File: src/shared/gp_pkg.sv
// Purpose: shared constants and carrier types for the six-pin port
// Assumes: 6-bit I/O address space, 8-bit data, one system clock
// Notes: offsets are I/O-space addresses, not byte addresses
package gp_pkg;

	// port geometry
	localparam int unsigned GP_NPIN     = 6;
	localparam int unsigned GP_ADDR_W   = 6;
	localparam int unsigned GP_DATA_W   = 8;

	// I/O-space locations
	localparam logic [5:0] GP_PCM_ADDR  = 6'h15;
	localparam logic [5:0] GP_IN_ADDR   = 6'h16;
	localparam logic [5:0] GP_DIR_ADDR  = 6'h17;
	localparam logic [5:0] GP_OUT_ADDR  = 6'h18;
	localparam logic [5:0] GP_CCR_ADDR  = 6'h35;
	localparam logic [5:0] GP_IRQF_ADDR = 6'h3A;
	localparam logic [5:0] GP_GIMR_ADDR = 6'h3B;
	// single-bit operations reach only addresses below this
	localparam logic [5:0] GP_BITOP_LIM = 6'h20;

	// field positions
	localparam int unsigned GP_PCIE_BIT = 5;
	localparam int unsigned GP_PCF_BIT  = 5;
	localparam int unsigned GP_PUO_BIT  = 6;

	// reset values
	localparam logic [7:0] GP_PCM_RST   = 8'h00;
	localparam logic [7:0] GP_DIR_RST   = 8'h00;
	localparam logic [7:0] GP_OUT_RST   = 8'h00;
	localparam logic       GP_PUO_RST   = 1'b0;
	localparam logic       GP_PCIE_RST  = 1'b0;
	localparam logic       GP_PCF_RST   = 1'b0;
	localparam logic [7:0] GP_RD_RST    = 8'h00;

	// one I/O access from the core, all fields valid in one cycle
	typedef struct packed {
		logic       we;    // full-byte write
		logic       re;    // full-byte read
		logic       bset;  // single-bit set
		logic       bclr;  // single-bit clear
		logic [5:0] addr;
		logic [2:0] bidx;
		logic [7:0] wdata;
	} gp_io_req_t;

endpackage

File: src/hdl/gp_port.sv
// Purpose: six-pin bidirectional port with a shared pin-change flag
// Assumes: core drives io_req for one cycle per access; pins are pads
// Notes: read data appears one cycle after the read request
`timescale 1ns/1ns
module gp_port
	import gp_pkg::*;
#(
	parameter int unsigned NPIN = GP_NPIN
) (
	input  wire logic            clk,
	input  wire logic            srst,
	input  wire gp_io_req_t      io_req,
	output logic [7:0]           io_rdata,
	input  wire logic            global_irq_en,
	input  wire logic            irq_ack,
	output logic                 irq_req,
	input  wire logic [NPIN-1:0] pin_i,
	output logic [NPIN-1:0]      pin_o,
	output logic [NPIN-1:0]      pin_oe,
	output logic [NPIN-1:0]      pin_pu
);

	// register state
	logic [7:0]      pin_change_mask_ff;
	logic [7:0]      direction_ff;
	logic [7:0]      output_ff;
	logic            global_pullup_disable_ff;
	logic            pcie_ff;
	logic            pin_change_flag_ff;
	logic [7:0]      rdata_ff;
	logic [NPIN-1:0] prev_ff;

	// next values
	logic [7:0]      nxt_pin_change_mask;
	logic [7:0]      nxt_direction;
	logic [7:0]      nxt_output;
	logic [7:0]      nxt_ccr;
	logic [7:0]      nxt_gimr;
	logic            nxt_flag;
	logic [7:0]      nxt_rdata;

	// decode and datapath helpers
	logic [NPIN-1:0] in_sync;
	logic [NPIN-1:0] change;
	logic [7:0]      toggle;
	logic [7:0]      in_rd;
	logic            flag_set;
	logic            flag_clr;

	// a full write or a bit operation inside the bit-addressable range
	function automatic logic hit(input gp_io_req_t r, input logic [5:0] a);
		logic bitop;
		bitop = (r.bset | r.bclr) & (r.addr < GP_BITOP_LIM);
		return (r.we | bitop) & (r.addr == a);
	endfunction

	// new byte after a full write or a single-bit set or clear
	function automatic logic [7:0] upd(input logic [7:0] cur, input gp_io_req_t r);
		logic [7:0] v;
		v = cur;
		if (r.we) begin
			v = r.wdata;
		end else if (r.bset) begin
			v[r.bidx] = 1'b1;
		end else if (r.bclr) begin
			v[r.bidx] = 1'b0;
		end
		return v;
	endfunction

	// pin level synchroniser feeding the input register
	gp_sync #(
		.W (NPIN)
	) u_sync (
		.clk  (clk),
		.srst (srst),
		.d    (pin_i),
		.q    (in_sync)
	);

	// input register image, unused high bits read zero
	always_comb begin
		in_rd = '0;
		in_rd[NPIN-1:0] = in_sync;
	end

	// write decode for the port registers
	always_comb begin
		nxt_pin_change_mask = pin_change_mask_ff;
		nxt_direction       = direction_ff;
		nxt_output          = output_ff;
		nxt_ccr             = '0;
		nxt_gimr            = '0;
		toggle              = '0;
		nxt_ccr[GP_PUO_BIT]   = global_pullup_disable_ff;
		nxt_gimr[GP_PCIE_BIT] = pcie_ff;
		if (hit(io_req, GP_PCM_ADDR)) begin
			nxt_pin_change_mask = upd(pin_change_mask_ff, io_req);
		end
		if (hit(io_req, GP_DIR_ADDR)) begin
			nxt_direction = upd(direction_ff, io_req);
		end
		if (hit(io_req, GP_OUT_ADDR)) begin
			nxt_output = upd(output_ff, io_req);
		end
		// ones written to the input location flip the output bits
		if (hit(io_req, GP_IN_ADDR)) begin
			toggle = upd(8'h00, io_req);
		end
		nxt_output = nxt_output ^ toggle;
		if (hit(io_req, GP_CCR_ADDR)) begin
			nxt_ccr = upd(nxt_ccr, io_req);
		end
		if (hit(io_req, GP_GIMR_ADDR)) begin
			nxt_gimr = upd(nxt_gimr, io_req);
		end
	end

	// pin-change mask, high bits never stored
	always_ff @(posedge clk) begin
		if (srst) begin
			pin_change_mask_ff <= GP_PCM_RST;
		end else begin
			pin_change_mask_ff <= {2'b00, nxt_pin_change_mask[5:0]};
		end
	end

	// direction and output registers, unused pins kept zero
	always_ff @(posedge clk) begin
		if (srst) begin
			direction_ff <= GP_DIR_RST;
			output_ff    <= GP_OUT_RST;
		end else begin
			direction_ff <= nxt_direction & 8'(2**NPIN - 1);
			output_ff    <= nxt_output & 8'(2**NPIN - 1);
		end
	end

	// control bits: pull-up disable and pin-change enable
	always_ff @(posedge clk) begin
		if (srst) begin
			global_pullup_disable_ff <= GP_PUO_RST;
			pcie_ff                  <= GP_PCIE_RST;
		end else begin
			global_pullup_disable_ff <= nxt_ccr[GP_PUO_BIT];
			pcie_ff                  <= nxt_gimr[GP_PCIE_BIT];
		end
	end

	// previous sampled level tracks even through reset
	always_ff @(posedge clk) begin
		prev_ff <= in_sync;
	end

	// change events, pin direction plays no part
	assign change   = (in_sync ^ prev_ff) & pin_change_mask_ff[NPIN-1:0];
	assign flag_set = |change;
	assign flag_clr = irq_ack
		| (io_req.we & (io_req.addr == GP_IRQF_ADDR) & io_req.wdata[GP_PCF_BIT]);

	// a new event in the clearing cycle keeps the flag set
	always_comb begin
		nxt_flag = pin_change_flag_ff;
		if (flag_set) begin
			nxt_flag = 1'b1;
		end else if (flag_clr) begin
			nxt_flag = 1'b0;
		end
	end

	always_ff @(posedge clk) begin
		if (srst) begin
			pin_change_flag_ff <= GP_PCF_RST;
		end else begin
			pin_change_flag_ff <= nxt_flag;
		end
	end

	// read mux, reserved bits and unmapped locations read zero
	always_comb begin
		nxt_rdata = rdata_ff;
		if (io_req.re) begin
			unique case (io_req.addr)
				GP_PCM_ADDR:  nxt_rdata = pin_change_mask_ff;
				GP_IN_ADDR:   nxt_rdata = in_rd;
				GP_DIR_ADDR:  nxt_rdata = direction_ff;
				GP_OUT_ADDR:  nxt_rdata = output_ff;
				GP_CCR_ADDR:  nxt_rdata = nxt_ccr;
				GP_GIMR_ADDR: nxt_rdata = nxt_gimr;
				GP_IRQF_ADDR: begin
					nxt_rdata = '0;
					nxt_rdata[GP_PCF_BIT] = pin_change_flag_ff;
				end
				default:      nxt_rdata = '0;
			endcase
		end
	end

	always_ff @(posedge clk) begin
		if (srst) begin
			rdata_ff <= GP_RD_RST;
		end else begin
			rdata_ff <= nxt_rdata;
		end
	end

	// pin drive per bit, each pin from its own register bits plus the shared pull-up disable
	genvar gi;
	generate
		for (gi = 0; gi < NPIN; gi++) begin : g_pin
			// reset gates the drivers directly, no clock needed
			assign pin_oe[gi] = direction_ff[gi] & ~srst;
			assign pin_o[gi]  = output_ff[gi];
			assign pin_pu[gi] = ~direction_ff[gi] & output_ff[gi]
				& ~global_pullup_disable_ff & ~srst;
		end
	endgenerate

	assign io_rdata = rdata_ff;
	assign irq_req  = global_irq_en & pcie_ff & pin_change_flag_ff;

	// checks next to the logic above

	property p_flag_set;
		@(posedge clk) disable iff (srst)
		|((in_sync ^ prev_ff) & pin_change_mask_ff[NPIN-1:0])
			|=> pin_change_flag_ff;
	endproperty
	a_flag_set: assert property (p_flag_set)
		else $error("masked pin change did not set the flag");

	property p_flag_ack;
		@(posedge clk) disable iff (srst)
		irq_ack && !(|change) |=> !pin_change_flag_ff;
	endproperty
	a_flag_ack: assert property (p_flag_ack)
		else $error("interrupt entry did not clear the flag");

	property p_flag_w1c;
		@(posedge clk) disable iff (srst)
		io_req.we && io_req.addr == GP_IRQF_ADDR && io_req.wdata[GP_PCF_BIT]
			&& !(|change) |=> !pin_change_flag_ff;
	endproperty
	a_flag_w1c: assert property (p_flag_w1c)
		else $error("writing one did not clear the flag");

	property p_irq_gate;
		@(posedge clk) disable iff (srst)
		irq_req |-> global_irq_en && pin_change_flag_ff && $past(nxt_gimr[GP_PCIE_BIT]);
	endproperty
	a_irq_gate: assert property (p_irq_gate)
		else $error("interrupt requested without all enables and flag");

	property p_mask_reset;
		@(posedge clk) disable iff (srst)
		$past(srst) |-> pin_change_mask_ff == GP_PCM_RST && !pin_change_flag_ff;
	endproperty
	a_mask_reset: assert property (p_mask_reset)
		else $error("mask or flag not zero after reset");

	property p_mask_hi;
		@(posedge clk) disable iff (srst)
		io_req.re && io_req.addr == GP_PCM_ADDR |=> io_rdata[7:6] == 2'b00;
	endproperty
	a_mask_hi: assert property (p_mask_hi)
		else $error("mask register upper bits read non-zero");

	property p_dir_write;
		@(posedge clk) disable iff (srst)
		io_req.we && io_req.addr == GP_DIR_ADDR
			|=> pin_oe == $past(io_req.wdata[NPIN-1:0]);
	endproperty
	a_dir_write: assert property (p_dir_write)
		else $error("driver enables differ from written direction");

	property p_pullup;
		@(posedge clk) disable iff (srst)
		global_pullup_disable_ff || pin_oe != '0 |-> (pin_pu & pin_oe) == '0
			&& (!global_pullup_disable_ff || pin_pu == '0);
	endproperty
	a_pullup: assert property (p_pullup)
		else $error("pull-up active on an output or while disabled");

	property p_out_write;
		@(posedge clk) disable iff (srst)
		io_req.we && io_req.addr == GP_OUT_ADDR
			|=> pin_o == $past(io_req.wdata[NPIN-1:0]);
	endproperty
	a_out_write: assert property (p_out_write)
		else $error("pin level differs from written output bits");

	property p_toggle;
		@(posedge clk) disable iff (srst)
		io_req.we && io_req.addr == GP_IN_ADDR
			|=> pin_o == ($past(pin_o) ^ $past(io_req.wdata[NPIN-1:0]));
	endproperty
	a_toggle: assert property (p_toggle)
		else $error("write to input location did not toggle outputs");

	property p_bit_set;
		@(posedge clk) disable iff (srst)
		io_req.bset && !io_req.we && io_req.addr == GP_DIR_ADDR
			|=> direction_ff == (($past(direction_ff) | (8'h01 << $past(io_req.bidx)))
				& 8'(2**NPIN - 1));
	endproperty
	a_bit_set: assert property (p_bit_set)
		else $error("bit set disturbed other direction bits");

	property p_loopback;
		@(posedge clk) disable iff (srst)
		pin_oe != '0
			|=> ((in_sync ^ $past(pin_o)) & $past(pin_oe)) == '0;
	endproperty
	a_loopback: assert property (p_loopback)
		else $error("driven level not in input bit one clock later");

endmodule // gp_port

File: src/hdl/gp_sync.sv
// Purpose: input synchroniser, a falling-edge hold stage then a register
// Assumes: clk is the system clock, d comes straight from the pins
// Notes: the first stage is read by the second stage only
`timescale 1ns/1ns
module gp_sync
	import gp_pkg::*;
#(
	parameter int unsigned W = GP_NPIN
) (
	input  wire logic         clk,
	input  wire logic         srst,
	input  wire logic [W-1:0] d,
	output logic [W-1:0]      q
);

	logic [W-1:0] hold_ff;
	logic [W-1:0] q_ff;

	// takes the pin at each falling edge, holds until the next falling edge
	always_ff @(negedge clk) begin
		if (srst) begin
			hold_ff <= '0;
		end else begin
			hold_ff <= d;
		end
	end

	// input bit taken at the following rising edge
	always_ff @(posedge clk) begin
		if (srst) begin
			q_ff <= '0;
		end else begin
			q_ff <= hold_ff;
		end
	end

	assign q = q_ff;

	// a level held over two rising edges shows at the register
	property p_sync_level;
		@(posedge clk) disable iff (srst)
		!$past(srst) && $stable(d) && d == $past(d, 2) |-> q == d;
	endproperty
	a_sync_level: assert property (p_sync_level)
		else $error("synchroniser output lags a steady pin");

endmodule // gp_sync

File: config.mk
export PLATFORM = sky130hd
export DESIGN_NAME = gp_port
export DESIGN_NICKNAME = d
export VERILOG_FILES = /design/src/shared/gp_pkg.sv /design/src/hdl/gp_port.sv /design/src/hdl/gp_sync.sv
export SDC_FILE = /design/constraint.sdc
export NUM_CORES = 1
export LEC_CHECK = 0
export BUFFER_PORTS_ARGS = -buffer_cell sky130_fd_sc_hd__buf_2
export CELL_PAD_IN_SITES_DETAIL_PLACEMENT = 1
export CELL_PAD_IN_SITES_GLOBAL_PLACEMENT = 1
export CORE_ASPECT_RATIO = 0.6
export CORE_MARGIN = 5
export CORE_UTILIZATION = 39
export CTS_CLUSTER_SIZE = 12
export DETAILED_ROUTE_END_ITERATION = 6
export GPL_ROUTABILITY_DRIVEN = 0
export PLACE_DENSITY = 0.78
export SYNTH_ARGS = -nofsm -noshare
export SYNTH_HDL_FRONTEND = slang
export SYNTH_HIERARCHICAL = 1
export SYNTH_SLANG_ARGS = --single-unit
File: constraint.sdc
create_clock -name clk -period 2.5 [get_ports clk]
set_clock_uncertainty 0.15 [all_clocks]
set_input_delay 0.625 -clock clk [delete_from_list [all_inputs] [get_ports clk]]
set_output_delay 0.625 -clock clk [all_outputs]
set_load 0.01 [all_outputs]
* Word-level counts from Yosys, hierarchy flattened
Cells that the tools add are included.
** Storage, ports and cells
- Flip-flop bits (word level) :: 47
- Bits of input ports :: 31
- Output and inout bits :: 27
- Logic and storage cells :: 112
** Operators by class
- $lt $le $gt $ge :: 3
- Eq/ne operators :: 7
- Muxes and demuxes :: 26
- Bitwise operators :: 60
- Reduce and logical (&&, ||, !) cells :: 6
** Operators with widths (number)
- two-way mux 6 bit :: 13
- two-way mux 8 bit :: 8
- case mux 8 bit (7 select lines) :: 1
- bitwise AND 1 bit :: 35
- bitwise AND 6 bit :: 4
- equality test 6 x 5 -> 1 bit (second input constant) :: 4
- equality test 6 bit (second input constant) :: 3
- bitwise OR 6 bit :: 3
- bitwise XOR 6 bit :: 2
- bitwise AND 6 x 8 -> 8 bit :: 1
- bitwise AND 7 x 8 -> 8 bit :: 1
- inverter 1 bit :: 8
- inverter 8 bit :: 1
- bitwise OR 6 x 8 -> 8 bit :: 1
- bitwise OR 7 x 8 -> 8 bit :: 1
- less-than comparator 6 bit (second input constant) :: 1
- OR reduction 6 bit :: 1
- less-than comparator 3 x 4 -> 1 bit (second input constant) :: 1
- AND reduction 2 bit :: 2
- demux 1 bit (select 3 bit) :: 1
- greater-or-equal comparator 3 x 1 -> 1 bit (second input constant) :: 1
- two-way mux 1 bit :: 3
- bitwise OR 1 bit :: 3
- nonzero test 3 bit :: 1
- 2 further kinds :: 2

* Depth between registers and ports, before layout
Gate-level depths: netlist of the first run.
- Depth in word-level cells :: 11
- Gate-level depth with buffers :: 7
- Mapped depth without buffers :: 5

* By module
The synthesis of the first run kept the hierarchy.
** Modules (own cells, without submodules)
- gp_port :: instances 1, cells each 251, area an instance 2063.2 µm², sequential area each 700.7 µm²
- gp_sync :: instances 1, cells each 26, area an instance 370.4 µm², sequential area each 240.2 µm²

==> flow_summary.json, run 1 <==
{
  "run_status": "finished, final reports clean",
  "grt_max_degree": 27,
  "synth-edff-count": 0,
  "pwr-share-comb_pct": 12.6,
  "core_area_mm2": 0.006083,
  "drc_errors": 0,
  "synth_compound_area_share_pct": 21.08,
  "p_sw_mw": 0.4128,
  "slew-limit-headroom_pct": 48.34,
  "syn_inst": 277,
  "grt_pass1_vias": 2487,
  "ys_seq_area_share_pct": 38.66,
  "max_freq_ghz": 0.4126,
  "cts_sinks": 47,
  "synth.area.mux_share_pct": 3.188,
  "rsz0062_at_grt": "false",
  "postCtsHoldBufs": 0,
  "cts_buffers": 5,
  "nFillCells": 761,
  "post_cts_resized": 0,
  "ys_seq_elements": 47,
  "routed_wl_um": 7869,
  "dp.cells": 422,
  "pin_count": 58,
  "syn_area_per_cell_um2": 8.786,
  "die_w_um": 112.0,
  "htreeDepth": 2,
  "synth-xor-area-share_pct": 2.159,
  "tns_ps": 0,
  "placed_area_mm2": 0.002899,
  "power_density_mw_per_mm2": 486.0,
  "ctsLongestPathBuffers": 2,
  "dp_hpwl_um": 6147,
  "synthArstFlopShare_pct": 0,
  "path_class": "in2out",
  "synth_top_family_by_area": "simple AND/OR/NAND/NOR gates",
  "diodes": 0,
  "cts_root_buffer": "clkbuf_8",
  "fin_crit_sh_pct": 96.96,
  "ys.flop_type": "dfxtp_1",
  "p_seq_share_pct": 52.6,
  "synth_cell_types": 49,
  "hold_viol": 0,
  "ys.warnings.count": 6,
  "grt_pass1_wl_um": 12760,
  "setup-violations-final": 0,
  "multi_input_area_mm2": 0.001378,
  "port_buffers": 57,
  "dr.pass1.iters": 5,
  "syn_nets": 308,
  "cts_setup_buffers": 0,
  "cp-start-kind": "input pin",
  "antenna_found_initial": 0,
  "tightestPinTransition_ps": 774.1,
  "hp-class": "reg2reg",
  "cts_tree": "yes",
  "cp.required_ps": 1730,
  "routedWlPerCell_um": 18.09,
  "path_depth": 5,
  "hold_depth": 0,
  "p_sw_share_pct": 28.13,
  "avgViaCountPerCell": 5.671,
  "vias": 2467,
  "worstPathArrival_ps": 1650,
  "critical_path_buf_inv_count": 3,
  "fp.dieH_um": 71.19,
  "path_max_fanout": 6,
  "ant_nets": 0,
  "max_stage_delay_ps": 340,
  "synthAdderAreaFrac_pct": 0,
  "track_usage_pct": 19.86,
  "intPower_mw": 1.055,
  "path_cells": "buf_2 > or2_2 > buf_4 > nor3b_1 > buf_2",
  "dieArea_mm2": 0.007972,
  "period_needed_ps": 2424,
  "p_clk_share_pct": 34.8,
  "drt_iter0_drc": 156,
  "p_leak_nw": 1.316,
  "final_area_mm2": 0.003019,
  "reg2regPathDepth": 1,
  "start_util_pct": 40.00,
  "cpMaxStageDelayCell": "or2_2",
  "synth_simple_gate_area_share_pct": 29.77,
  "drv_cap": 0,
  "critPathTopFamily": "simple AND/OR/NAND/NOR gates",
  "clkLatencyLatePin_ps": 360,
  "whs_ps": 235.5,
  "dp_slack_ps": -69.21,
  "worst_slack_ps": 76.11,
  "fin_nets": 381,
  "drive_above_1_share_pct": 31.91,
  "regArea_um2": 940.9,
  "rows": 22,
  "path_common_cell": "buf_2",
  "slew_violations": 0,
  "clkTransAtPathRegs_ps": 90,
  "peakVddDrop_mv": 0.2977,
  "final_cells": 435,
  "grt-ovfl-total": 0,
  "syn_to_final_growth_pct": 24.06,
  "synth_area_mm2": 0.002434,
  "end_kind": "output pin"
}
power by group through the flow:
stage	sequential [mW]	combinational [mW]	clock [mW]
after floorplan	0.787	0.107	0.0174
after global placement	0.789	0.176	0.0174
after detailed placement	0.789	0.181	0.0174
after CTS	0.772	0.183	0.521
after global routing	0.774	0.200	0.567
final	0.772	0.184	0.511
path summary, 6_finish.rpt:
check / slack (ps) / from / end
worst min-delay path: 240 / u_sync/q[4]$_SDFF_PP0_ / prev_ff[4]$_DFF_P_
worst min register to register: 240 / u_sync/q[4]$_SDFF_PP0_ / prev_ff[4]$_DFF_P_
worst max-delay path: 80 / srst / pin_pu[3]
worst max register to register: 490 / u_sync/hold_ff[5]$_SDFF_NP0_ / u_sync/q[5]$_SDFF_PP0_
kinds of logic after synthesis:
| family | count (synthesis) |
|---|---|
| flops | 47 |
| buf+inv | 25 |
| xor+xnor | 6 |
| simple gates | 122 |
| mux | 7 |
| compound gates | 70 |
layer usage:
layer	global-route usage (%)	up-vias	part of all wire, %
li1	-	1163	-
met1	28.23	1213	47
met2	31.08	87	45
met3	4.872	4	7.7
met4	3.467	0	0.36
met5	0	-	0
Yosys cell counts, types with 2 or more instances:
| master | instances | area share [%] |
|---|---|---|
| o211ai_1 | 3 | 0.93 |
| nor4b_1 | 2 | 0.72 |
| buf_2 | 4 | 0.82 |
| clkbuf_1 | 8 | 1.2 |
| a22o_1 | 13 | 4.7 |
| nand4_1 | 2 | 0.51 |
| nand2_1 | 7 | 1.1 |
| inv_1 | 8 | 1.2 |
| or2_2 | 2 | 0.51 |
| nor2_1 | 38 | 5.9 |
| a22oi_1 | 3 | 0.93 |
| nor4_1 | 5 | 1.3 |
| nor4bb_1 | 2 | 0.82 |
| nor2b_1 | 9 | 2.3 |
| and4bb_2 | 2 | 1.0 |
| nor3b_1 | 9 | 2.8 |
| and3b_1 | 3 | 1.1 |
| nor2b_2 | 8 | 2.9 |
| o21ai_0 | 6 | 1.2 |
| nor2b_4 | 2 | 1.1 |
| nor3_1 | 13 | 2.7 |
| and3_1 | 7 | 1.8 |
| a21oi_1 | 17 | 3.5 |
| buf_6 | 3 | 1.4 |
| a211oi_1 | 10 | 3.1 |
| o2111ai_1 | 3 | 1.1 |
| mux2_2 | 6 | 2.8 |
| and2b_2 | 2 | 0.72 |
| a222oi_1 | 6 | 2.5 |
| dfxtp_1 | 47 | 39 |
| and2_1 | 2 | 0.51 |
| nand2b_1 | 3 | 0.77 |
| xor2_1 | 6 | 2.2 |
cells in the final DEF, fill, tap and decap left out, types with 3 or more instances in the layout:
master	count
buf_2	57
nor4_1	5
a211oi_1	10
o21ai_0	6
clkbuf_8	5
nor2b_1	9
nor3_1	13
o211ai_1	3
a21oi_1	17
a22o_1	13
nor2b_2	8
nor3b_1	7
mux2_2	6
nand2b_1	3
a22oi_1	3
and3_1	7
inv_1	13
xor2_1	6
o2111ai_1	3
nor2_1	38
nand2_1	7
buf_4	20
and3b_1	3
a222oi_1	6
dfxtp_1	47
final cells by class:
cell class	instances	share of cell area [%]
Multi-Input combinational cell	205	45.63
Clock inverter	9	1.492
Sequential cell	47	31.16
Clock buffer	5	2.279
Inverter	7	0.8703
Timing Repair Buffer	78	15.08
Tap cell	84	3.481
per-stage QoR:
stage          total power [mW]  util [%]
2_1_floorplan            0.9109         -
3_3_place_gp             0.9820     47.66
3_5_place_dp             0.9877     47.66
4_1_cts                   1.476     49.47
5_1_grt                   1.541     49.63
6_report                  1.467     49.63
Note: power is estimated with default switching activity, not from simulation.
==> run 2: changes to the inputs <==
CORE_UTILIZATION = 36   (was 39)
PLACE_DENSITY = 0.76   (was 0.78)
clock period = 2.2 ns   (was 2.5 ns; I/O delays follow)
==> run 2 against run 1 <==
Via count fell by 0.65%. Routed wire length increased by 8.1%. First-iteration DRC count is 20% higher. Core utilization shrank 1.0 points. Global-route usage grew 0.34 points. Cell area increased by 6.6%. Register-to-register slack got worse by 190 ps. Largest cell class unchanged. Worst hold slack got worse by 1.6 ps.
==> flow_summary.json, run 2 (synthesis results as in run 1) <==
{
  "htreeDepth": 2,
  "routed_wl_um": 8508,
  "final_common_cell": "buf_2",
  "slew_violations": 0,
  "critical_path_buf_inv_count": 2,
  "path_class": "in2reg",
  "port_buffers": 57,
  "hold_path_end": "prev_ff[5]$_DFF_P_",
  "drt_iter0_drc": 187,
  "reg2regPathDepth": 1,
  "r2r-start": "u_sync/hold_ff[5]$_SDFF_NP0_",
  "slew-limit-headroom_pct": 53.45,
  "p_seq_share_pct": 43.3,
  "vias": 2451,
  "p_clk_share_pct": 45.0,
  "clkTransAtPathRegs_ps": 60,
  "path_cells": "buf_2 > and4bb_2 > and3_1 > a222oi_1 > o21ai_1 > buf_4 > a22o_1",
  "cts_sinks": 47,
  "hp-class": "reg2reg",
  "routedWlPerCell_um": 18.78,
  "max_stage_delay_ps": 390,
  "tightestPinTransition_ps": 692.9,
  "grt_max_degree": 23,
  "grt_pass1_vias": 2429,
  "regArea_um2": 940.9,
  "drive_above_1_share_pct": 33.88,
  "drv_cap": 0,
  "multi_input_area_mm2": 0.001376,
  "drc_errors": 0,
  "dieArea_mm2": 0.008558,
  "cp-start-kind": "input pin",
  "fp.dieH_um": 73.69,
  "max_freq_ghz": 0.4736,
  "cpMaxStageDelayCell": "a222oi_1",
  "whs_ps": 233.9,
  "die_w_um": 116.1,
  "postCtsHoldBufs": 0,
  "power_density_mw_per_mm2": 630.2,
  "grt_pass1_wl_um": 13080,
  "period_needed_ps": 2112,
  "fin_nets": 396,
  "pin_count": 58,
  "diodes": 0,
  "run_status": "finished, final reports clean",
  "final_area_mm2": 0.003218,
  "p_sw_mw": 0.5043,
  "min-delay-start": "u_sync/q[5]$_SDFF_PP0_",
  "track_usage_pct": 20.19,
  "setup-violations-final": 0,
  "nFillCells": 815,
  "pwr-share-comb_pct": 11.6,
  "core_area_mm2": 0.006619,
  "ctsLongestPathBuffers": 2,
  "worstPathArrival_ps": 2140,
  "intPower_mw": 1.524,
  "cts_buffers": 5,
  "hold_depth": 0,
  "avgViaCountPerCell": 5.411,
  "p_sw_share_pct": 24.87,
  "reg2reg_slack_ps": 300,
  "clkLatencyLatePin_ps": 380,
  "grt-ovfl-total": 0,
  "path_max_fanout": 6,
  "ant_nets": 0,
  "cts_tree": "yes",
  "peakVddDrop_mv": 0.2642,
  "dr.pass1.iters": 7,
  "dp_hpwl_um": 6566,
  "layout_common_cells": "57 x buf_2, 47 x dfxtp_1, 38 x nor2_1",
  "post_cts_resized": 3,
  "syn_to_final_growth_pct": 32.24,
  "critPathTopFamily": "compound AO/OA/AOI/OAI gates",
  "cts_setup_buffers": 0,
  "r2r-end": "u_sync/q[5]$_SDFF_PP0_",
  "end_kind": "register",
  "rows": 23,
  "start_util_pct": 36.77,
  "placed_area_mm2": 0.003028,
  "antenna_found_initial": 0,
  "hold_viol": 0,
  "cts_root_buffer": "clkbuf_16",
  "fin_crit_sh_pct": 95.98,
  "cp.required_ps": 2230,
  "p_leak_nw": 1.423
}
run 2: cell types whose count changed in the layout (fill, tap and decap cells not counted), moves of 2 or more:
cell and delta:
nor3b_2 -2, buf_4 +14, o21ai_0 -3, clkbuf_16 +5, o21ai_1 +3, clkbuf_8 -5
nor3b_1 +2
run 2: layout make-up:
cell class / instances / share of cell area (%)
clock buffers: 6 / 4.005
clock inverters: 8 / 1.750
inverters: 7 / 0.8165
multi-input cells: 205 / 42.77
flip-flops and latches: 47 / 29.24
well taps: 87 / 3.383
repair buffers: 93 / 18.04
run 2: how the worst max path moves through the flow:
stage	from	end	slack [ps]	depth (start not counted)
floorplan	io_req[16]	io_rdata[4]$_SDFFE_PP0P_	60	7
global placement	io_req[14]	io_rdata[2]$_SDFFE_PP0P_	-270	8
detailed placement	io_req[14]	io_rdata[2]$_SDFFE_PP0P_	-270	8
CTS	io_req[14]	io_rdata[1]$_SDFFE_PP0P_	20	8
global route	io_req[14]	io_rdata[2]$_SDFFE_PP0P_	-40	8
finish	io_req[13]	io_rdata[3]$_SDFFE_PP0P_	90	7
run 2: power groups by stage:
stage	registers (mW)	clock network [mW]	logic, mW
detailed placement	0.898	0.0197	0.229
floorplan	0.894	0.0197	0.121
finish	0.879	0.913	0.236
CTS	0.879	0.918	0.233
global route	0.880	0.974	0.254
global placement	0.896	0.0197	0.222
run 2: per-stage QoR:
stage / total power [mW] / util (%) / cells / worst slack (ps) / TNS [ps]
2_1_floorplan: 1.035 / - / 277 / 61.55 / 0
3_3_place_gp: 1.138 / 45.75 / 440 / -270.4 / -1419
3_5_place_dp: 1.146 / 45.75 / 440 / -270.7 / -2299
4_1_cts: 2.030 / 48.53 / 453 / 22.06 / 0
5_1_grt: 2.109 / 48.62 / 453 / -40.16 / -40.16
6_report: 2.028 / 48.62 / 453 / 88.35 / 0
run 2: metal layers:
metal | vias up | global-route usage (%) | wire length (um)
li1 | 1193 | - | -
met1 | 1160 | 28.77 | 4143
met2 | 90 | 30.66 | 3592
met3 | 8 | 4.938 | 674
met4 | 0 | 5.019 | 97
met5 | - | 0 | 0
